## src/jtop_pkg.sv

```systemverilog
// shared types and constants for the test access port block
package jtop_pkg;

  typedef enum logic [3:0] {
    TAP_RESET      = 4'h0,
    TAP_IDLE       = 4'h1,
    TAP_SEL_DR     = 4'h2,
    TAP_CAP_DR     = 4'h3,
    TAP_SHIFT_DR   = 4'h4,
    TAP_EXIT1_DR   = 4'h5,
    TAP_PAUSE_DR   = 4'h6,
    TAP_EXIT2_DR   = 4'h7,
    TAP_UPD_DR     = 4'h8,
    TAP_SEL_IR     = 4'h9,
    TAP_CAP_IR     = 4'hA,
    TAP_SHIFT_IR   = 4'hB,
    TAP_EXIT1_IR   = 4'hC,
    TAP_PAUSE_IR   = 4'hD,
    TAP_EXIT2_IR   = 4'hE,
    TAP_UPD_IR     = 4'hF
  } jtop_tap_type;

  localparam int unsigned IR_W       = 4;
  localparam int unsigned DR_W       = 32;
  localparam logic [3:0]  IR_BYPASS  = 4'hF;
  localparam logic [3:0]  IR_IDCODE  = 4'h1;
  localparam logic [3:0]  IR_EMUCTL  = 4'h2;
  localparam logic [3:0]  IR_CAPTURE = 4'h1;
  // arbitrary value, not a real maker or part code
  localparam logic [31:0] IDCODE_VAL = 32'h0000_0001;
  localparam int unsigned EMUCTL_W   = 4;

  // one pin synchroniser: stage[2] oldest, level is the settled value
  typedef struct packed {
    logic [2:0] stage;
    logic       level;
  } jtop_sync_type;

  // emulator control: {b_oe, b_out, a_oe, a_out}
  typedef struct packed {
    logic                 tck_prev;
    jtop_tap_type         tap;
    logic [IR_W-1:0]      ir_sh;
    logic [IR_W-1:0]      ir;
    logic [DR_W-1:0]      dr_sh;
    logic [EMUCTL_W-1:0]  emu;
    logic                 tdo;
    logic                 tdo_oe;
    logic                 ev_a_o;
    logic                 ev_a_oe;
    logic                 ev_b_o;
    logic                 ev_b_oe;
    logic                 outs_off;
    logic                 scan_ctl;
  } jtop_state_type;

endpackage : jtop_pkg

```

## src/jtop_port.sv

```systemverilog
// test access port with emulator lines and global output disable
// Operation
// - mode select and data in are taken on each test clock rise
// - data out changes only on test clock falls
// - data out floats except while shifting instruction or data
// - data out also floats whenever output disable is active
// - test reset high gives the scan system control of the device
// - test reset low: functional mode, scan inputs ignored
// - test reset high: line a is emulator interrupt, direction set by scan
// - test reset high: line b is emulator interrupt, direction set by scan
// - test reset low: line b becomes active low output disable input
// - output disable active floats every output driver of the device
// - disable needs test reset low, line a high, line b low
`timescale 1ns/1ps
// three-stage pin synchroniser; the level moves once stages two and three agree
module jtop_sync #(
  parameter logic RESET_LEVEL = 1'b0
) (
  // clock and reset
  input  wire logic mclk_i,
  input  wire logic rst_i,
  // raw pin and its settled level
  input  wire logic pin_i,
  output logic      level_o
);

  jtop_pkg::jtop_sync_type s_q;
  jtop_pkg::jtop_sync_type s_d;

  always_comb begin
    s_d       = s_q;
    s_d.stage = {s_q.stage[1:0], pin_i};
    // a one-cycle glitch never reaches the level
    if (s_q.stage[1] == s_q.stage[2]) begin
      s_d.level = s_q.stage[2];
    end
  end

  always_ff @(posedge mclk_i) begin
    if (rst_i) begin
      s_q <= '{stage: {3{RESET_LEVEL}}, level: RESET_LEVEL};
    end else begin
      s_q <= s_d;
    end
  end

  assign level_o = s_q.level;

endmodule : jtop_sync

module jtop_port (
  // clock and reset
  input  wire logic mclk_i,
  input  wire logic rst_i,
  // scan pins
  input  wire logic test_clk_i,
  input  wire logic test_mode_sel_i,
  input  wire logic test_data_i,
  input  wire logic test_rst_i,
  output logic      test_data_o,
  output logic      test_data_oe_o,
  // emulator lines, three signals each
  input  wire logic emulator_event_line_a_i,
  output logic      emulator_event_line_a_o,
  output logic      emulator_event_line_a_oe_o,
  input  wire logic emulator_event_line_b_or_output_disable_i,
  output logic      emulator_event_line_b_or_output_disable_o,
  output logic      emulator_event_line_b_or_output_disable_oe_o,
  // to the rest of the device
  output logic      outputs_off_o,
  output logic      scan_control_o
);

  jtop_pkg::jtop_state_type s_q;
  jtop_pkg::jtop_state_type s_d;

  // settled pin levels, one synchroniser per pin
  logic tck_s, tms_s, tdi_s, trst_s, ev_a_s, ev_b_s;
  logic rise, fall;

  jtop_sync #(.RESET_LEVEL(1'b0)) i_sync_tck (
    .mclk_i  (mclk_i),
    .rst_i   (rst_i),
    .pin_i   (test_clk_i),
    .level_o (tck_s)
  );

  // mode select and data in start at their pull-up level
  jtop_sync #(.RESET_LEVEL(1'b1)) i_sync_tms (
    .mclk_i  (mclk_i),
    .rst_i   (rst_i),
    .pin_i   (test_mode_sel_i),
    .level_o (tms_s)
  );

  jtop_sync #(.RESET_LEVEL(1'b1)) i_sync_tdi (
    .mclk_i  (mclk_i),
    .rst_i   (rst_i),
    .pin_i   (test_data_i),
    .level_o (tdi_s)
  );

  jtop_sync #(.RESET_LEVEL(1'b0)) i_sync_trst (
    .mclk_i  (mclk_i),
    .rst_i   (rst_i),
    .pin_i   (test_rst_i),
    .level_o (trst_s)
  );

  // line a starts low so no false disable follows reset
  jtop_sync #(.RESET_LEVEL(1'b0)) i_sync_ev_a (
    .mclk_i  (mclk_i),
    .rst_i   (rst_i),
    .pin_i   (emulator_event_line_a_i),
    .level_o (ev_a_s)
  );

  jtop_sync #(.RESET_LEVEL(1'b1)) i_sync_ev_b (
    .mclk_i  (mclk_i),
    .rst_i   (rst_i),
    .pin_i   (emulator_event_line_b_or_output_disable_i),
    .level_o (ev_b_s)
  );

  always_comb begin
    // reset level of the clock history matches the idle pin: no false edge
    rise = tck_s && !s_q.tck_prev;
    fall = !tck_s && s_q.tck_prev;
  end

  function automatic jtop_pkg::jtop_tap_type next_tap(input jtop_pkg::jtop_tap_type t,
                                                      input logic m);
    unique case (t)
      jtop_pkg::TAP_RESET:    next_tap = m ? jtop_pkg::TAP_RESET    : jtop_pkg::TAP_IDLE;
      jtop_pkg::TAP_IDLE:     next_tap = m ? jtop_pkg::TAP_SEL_DR   : jtop_pkg::TAP_IDLE;
      jtop_pkg::TAP_SEL_DR:   next_tap = m ? jtop_pkg::TAP_SEL_IR   : jtop_pkg::TAP_CAP_DR;
      jtop_pkg::TAP_CAP_DR:   next_tap = m ? jtop_pkg::TAP_EXIT1_DR : jtop_pkg::TAP_SHIFT_DR;
      jtop_pkg::TAP_SHIFT_DR: next_tap = m ? jtop_pkg::TAP_EXIT1_DR : jtop_pkg::TAP_SHIFT_DR;
      jtop_pkg::TAP_EXIT1_DR: next_tap = m ? jtop_pkg::TAP_UPD_DR   : jtop_pkg::TAP_PAUSE_DR;
      jtop_pkg::TAP_PAUSE_DR: next_tap = m ? jtop_pkg::TAP_EXIT2_DR : jtop_pkg::TAP_PAUSE_DR;
      jtop_pkg::TAP_EXIT2_DR: next_tap = m ? jtop_pkg::TAP_UPD_DR   : jtop_pkg::TAP_SHIFT_DR;
      jtop_pkg::TAP_UPD_DR:   next_tap = m ? jtop_pkg::TAP_SEL_DR   : jtop_pkg::TAP_IDLE;
      jtop_pkg::TAP_SEL_IR:   next_tap = m ? jtop_pkg::TAP_RESET    : jtop_pkg::TAP_CAP_IR;
      jtop_pkg::TAP_CAP_IR:   next_tap = m ? jtop_pkg::TAP_EXIT1_IR : jtop_pkg::TAP_SHIFT_IR;
      jtop_pkg::TAP_SHIFT_IR: next_tap = m ? jtop_pkg::TAP_EXIT1_IR : jtop_pkg::TAP_SHIFT_IR;
      jtop_pkg::TAP_EXIT1_IR: next_tap = m ? jtop_pkg::TAP_UPD_IR   : jtop_pkg::TAP_PAUSE_IR;
      jtop_pkg::TAP_PAUSE_IR: next_tap = m ? jtop_pkg::TAP_EXIT2_IR : jtop_pkg::TAP_PAUSE_IR;
      jtop_pkg::TAP_EXIT2_IR: next_tap = m ? jtop_pkg::TAP_UPD_IR   : jtop_pkg::TAP_SHIFT_IR;
      jtop_pkg::TAP_UPD_IR:   next_tap = m ? jtop_pkg::TAP_SEL_DR   : jtop_pkg::TAP_IDLE;
    endcase
  endfunction : next_tap

  always_comb begin
    s_d = s_q;
    s_d.tck_prev = tck_s;
    s_d.scan_ctl = trst_s;

    if (!trst_s) begin
      // functional mode: scan pins ignored, controller parked
      s_d.tap   = jtop_pkg::TAP_RESET;
      s_d.ir    = jtop_pkg::IR_IDCODE;
      s_d.emu   = '0;
      s_d.tdo_oe = 1'b0;
      // line b read as output disable, gated by line a high
      s_d.outs_off = ev_a_s && !ev_b_s;
    end else begin
      s_d.outs_off = 1'b0;
      if (rise) begin
        s_d.tap = next_tap(s_q.tap, tms_s);
        unique case (s_q.tap)
          jtop_pkg::TAP_RESET: begin
            s_d.ir  = jtop_pkg::IR_IDCODE;
            s_d.emu = '0;
          end
          jtop_pkg::TAP_CAP_IR: s_d.ir_sh = jtop_pkg::IR_CAPTURE;
          jtop_pkg::TAP_SHIFT_IR: s_d.ir_sh = {tdi_s, s_q.ir_sh[jtop_pkg::IR_W-1:1]};
          jtop_pkg::TAP_UPD_IR: s_d.ir = s_q.ir_sh;
          jtop_pkg::TAP_CAP_DR: begin
            if (s_q.ir == jtop_pkg::IR_IDCODE)
              s_d.dr_sh = jtop_pkg::IDCODE_VAL;
            else if (s_q.ir == jtop_pkg::IR_EMUCTL)
              s_d.dr_sh = {{(jtop_pkg::DR_W-jtop_pkg::EMUCTL_W){1'b0}}, s_q.emu};
            else
              s_d.dr_sh = '0;
          end
          jtop_pkg::TAP_SHIFT_DR: begin
            if (s_q.ir == jtop_pkg::IR_IDCODE)
              s_d.dr_sh = {tdi_s, s_q.dr_sh[jtop_pkg::DR_W-1:1]};
            else if (s_q.ir == jtop_pkg::IR_EMUCTL)
              s_d.dr_sh[jtop_pkg::EMUCTL_W-1:0] =
                {tdi_s, s_q.dr_sh[jtop_pkg::EMUCTL_W-1:1]};
            else
              s_d.dr_sh[0] = tdi_s;
          end
          // emulator line directions chosen by scan
          jtop_pkg::TAP_UPD_DR:
            if (s_q.ir == jtop_pkg::IR_EMUCTL) s_d.emu = s_q.dr_sh[jtop_pkg::EMUCTL_W-1:0];
          default: ;
        endcase
      end
      if (fall) begin
        s_d.tdo_oe = (s_q.tap == jtop_pkg::TAP_SHIFT_DR) ||
                     (s_q.tap == jtop_pkg::TAP_SHIFT_IR);
        s_d.tdo    = (s_q.tap == jtop_pkg::TAP_SHIFT_IR) ? s_q.ir_sh[0] : s_q.dr_sh[0];
      end
    end

    s_d.ev_a_o  = s_d.emu[0];
    s_d.ev_a_oe = trst_s && s_d.emu[1] && !s_d.outs_off;
    s_d.ev_b_o  = s_d.emu[2];
    s_d.ev_b_oe = trst_s && s_d.emu[3] && !s_d.outs_off;
    s_d.tdo_oe  = s_d.tdo_oe && !s_d.outs_off;
  end

  always_ff @(posedge mclk_i) begin
    if (rst_i) begin
      s_q <= '{tck_prev: 1'b0, tap: jtop_pkg::TAP_RESET,
               ir_sh: '0, ir: jtop_pkg::IR_IDCODE, dr_sh: '0, emu: '0,
               tdo: 1'b0, tdo_oe: 1'b0, ev_a_o: 1'b0, ev_a_oe: 1'b0,
               ev_b_o: 1'b0, ev_b_oe: 1'b0, outs_off: 1'b0, scan_ctl: 1'b0};
    end else begin
      s_q <= s_d;
    end
  end

  assign test_data_o    = s_q.tdo;
  // enable register carries the output disable override
  assign test_data_oe_o = s_q.tdo_oe;
  assign emulator_event_line_a_o  = s_q.ev_a_o;
  assign emulator_event_line_a_oe_o = s_q.ev_a_oe;
  assign emulator_event_line_b_or_output_disable_o  = s_q.ev_b_o;
  assign emulator_event_line_b_or_output_disable_oe_o = s_q.ev_b_oe;
  assign outputs_off_o  = s_q.outs_off;
  assign scan_control_o = s_q.scan_ctl;

endmodule : jtop_port

```

## config.mk

```make
export PLATFORM = sky130hd
export DESIGN_NAME = jtop_port
export DESIGN_NICKNAME = d
export VERILOG_FILES = /design/src/jtop_pkg.sv /design/src/jtop_port.sv
export SDC_FILE = /design/constraint.sdc
export NUM_CORES = 1
export LEC_CHECK = 0
export BUFFER_PORTS_ARGS = -buffer_cell sky130_fd_sc_hd__buf_2
export CORE_MARGIN = 4
export CORE_UTILIZATION = 54
export CTS_BUF_LIST = sky130_fd_sc_hd__clkbuf_4 sky130_fd_sc_hd__clkbuf_8
export DETAILED_ROUTE_END_ITERATION = 7
export HOLD_SLACK_MARGIN = 0.05
export PLACE_DENSITY = 0.78
export SYNTH_ARGS = -nofsm -noshare
export SYNTH_HDL_FRONTEND = slang
export SYNTH_HIERARCHICAL = 1
export SYNTH_SLANG_ARGS = --single-unit
```

## constraint.sdc

```tcl
create_clock -name mclk_i -period 2 [get_ports mclk_i]
set_input_delay 0.3 -clock mclk_i [delete_from_list [all_inputs] [get_ports mclk_i]]
set_output_delay 0.3 -clock mclk_i [all_outputs]
set_load 0.05 [all_outputs]
```

==> impl_metrics.json <==
{
  "die_w_um": 84.66,
  "slew_headroom": 0.6101,
  "postRouteAntennaNets": 0,
  "hold_depth": 2,
  "nets": 372,
  "root_buffer": "clkbuf_8",
  "avgSynthCellArea_sq_um": 9.092,
  "first_pass_iters": 5,
  "power_leakage_nw": 1.241,
  "fmax_mhz": 585.2,
  "cts_tree": "yes",
  "worst_pin_slew_ns": 0.5849,
  "total_power_mw": 2.787,
  "cts_setup_buffers": 0,
  "outcome": "completed",
  "final_max_slew_viol_count": 0,
  "postSynthCellCount": 349,
  "synth_top_area_frac": 0.4921,
  "grt_max_degree": 64,
  "ios": 16,
  "synth_most_common_cell": "dfxtp_1",
  "cts_buffer_depth": 2,
  "multi_input_area_sq_mm": 0.001476,
  "finalHoldViolations": 0,
  "synth_edf_count": 0,
  "drive_gt1_frac": 0.1491,
  "cts_inserted_buffers": 9,
  "grt_usage": 0.1886,
  "wirelength_mm": 6.414,
  "fin_crit_sh": 0.8545,
  "arrival_ns": 1.93,
  "grt.overflow.total": 0,
  "first_iter_violations": 231,
  "route.detailed.drc": 0,
  "start_util": 0.5658,
  "ys_warn_count": 6,
  "area_delta_synth_final_pct": 12.62,
  "fin_crit_ns": 1.709,
  "ys_seq_area_frac": 0.4921,
  "clkTransAtPathRegs_ns": 0.08,
  "hold_buffers": 0,
  "tns_ns": 0,
  "dp_hpwl_mm": 3.926,
  "synth_top_cells_by_count": "dfxtp_1 (78), a21oi_1 (45), o21ai_0 (36)",
  "power_density_mw_per_mm2": 780.0,
  "path_class": "reg2reg",
  "die_h_um": 84.66,
  "core_sq_mm": 0.005608,
  "grt_setup_unrepaired": "no",
  "synth_area_sq_mm": 0.003173,
  "reg2reg_depth": 4,
  "peakVddDrop_mv": 0.4944,
  "cap_violations": 0,
  "place_congestion": 0.8790,
  "synth_nets": 357,
  "die-area_sq_mm": 0.007166,
  "std_cell_rows": 27,
  "yosys.area.top_type": "dfxtp_1",
  "seqCellArea_sq_mm": 0.001562,
  "ys_types": 47,
  "clock-sinks": 78,
  "h-tree-depth": 3,
  "grt_pass1_wl_mm": 10.97,
  "ys_ff_latch": 78,
  "worst_slack_ns": 0.2911,
  "pre_cts_ws_ns": 0.3138,
  "cts_resized": 0,
  "fillers": 486,
  "wl_per_cell_um": 14.54,
  "cp-start-kind": "register",
  "fin_worst_skew_ns": 0.008224,
  "antenna_found_initial": 0,
  "synthTopCellsByArea": "dfxtp_1 (49%), a21oi_1 (7.1%), nand4_1 (6.1%)",
  "hold_class": "in2reg",
  "clock_latency_ns": 0.35,
  "endpoint_kind": "register",
  "port_buffers": 15,
  "via_per_inst": 5.959,
  "first_global_vias": 2331,
  "holdWs_ns": 0.1178,
  "ys.flop_type": "dfxtp_1",
  "num_antenna_cells": 0,
  "cp_max_fo": 11,
  "vias": 2628,
  "worst_ep_required_time_ns": 2.22,
  "async_flop_share": 0,
  "finalSetupViolCount": 0
}
power by group:
part	internal, mW	leakage, nW	total (mW)	switching [mW]
clock	0.606	0.0968	1.18	0.570
sequential	1.57	0.632	1.57	0.00592
combinational	0.0155	0.513	0.0388	0.0233
total	2.19	1.24	2.79	0.599
final timing paths:
path	from	end	slack, ns
worst max-delay path	s_q[54]$_SDFFE_PP0P_	s_q[10]$_SDFFE_PP0P_	0.29
worst min-delay path	test_data_i	i_sync_tdi/s_d[2]$_SDFF_PP1_	0.12
worst max register to register	s_q[54]$_SDFFE_PP0P_	s_q[10]$_SDFFE_PP0P_	0.29
worst min register to register	i_sync_tdi/s_d[2]$_SDFF_PP1_	i_sync_tdi/s_d[3]$_SDFF_PP1_	0.41
layout make-up:
class	instances	area share
flip-flops and latches	78	0.4370
inverters	4	0.004202
multi-input cells	240	0.4132
clock inverters	5	0.01646
clock buffers	11	0.03887
repair buffers	31	0.06513
well taps	72	0.02521
through the flow:
step	std cells	utilization	cell area [sq um]
2_1_floorplan	349	-	3173
3_3_place_gp	425	0.6020	3376
3_5_place_dp	425	0.6020	3376
4_1_cts	441	0.6372	3573
5_1_grt	441	0.6372	3573
6_report	441	0.6372	3573
state kept, by name, indices dropped and copies added (netlist names), 2 cells and up:
| register | cells |
|---|---|
| i_sync_tms/s_d | 2 |
| i_sync_tck/s_d | 2 |
| s_q | 48 |
| i_sync_tdi/s_d | 2 |
| i_sync_ev_a/s_d | 2 |
| i_sync_trst/s_d | 2 |
| i_sync_ev_b/s_d | 2 |
layout by cell type (no fill, tap or decap), types with 4 or more instances in the layout:
cell type  instances
a21oi_1           45
a22oi_1            4
a311oi_1           5
a31oi_1            5
buf_2             15
buf_4             13
clkbuf_8           9
dfxtp_1           78
inv_1              4
mux2i_1            7
nand2_1            6
nand3_1            8
nand4_1           31
nor2_1            17
nor2b_1           16
nor3_1             4
o21ai_0           36
o21ai_1            5
or2_1             10
worst max-delay path: stages (launching register included):
cell	delay (ns)
dfxtp_1	0.34
buf_4	0.18
or4_1	0.53
o21ai_0	0.43
nor2_1	0.11
per-layer routing:
metal | track usage | share of wire
met2 | 0.2740 | 0.47
met1 | 0.2577 | 0.46
met5 | 0 | 0
met3 | 0.06084 | 0.054
met4 | 0.07770 | 0.016
kinds of logic (layout without fill, tap and decap cells):
kind of cell           Yosys count  after routing  synth area share
buffers and inverters           31             51           0.04258
flip-flops                      78             78            0.4921
AO/OA/AOI/OAI                  119            119            0.2244
multiplexers                     7              7           0.02208
XOR/XNOR                         3              3          0.008282
AND/OR/NAND/NOR                111            111            0.2106
(Power assumes the default switching activity.)
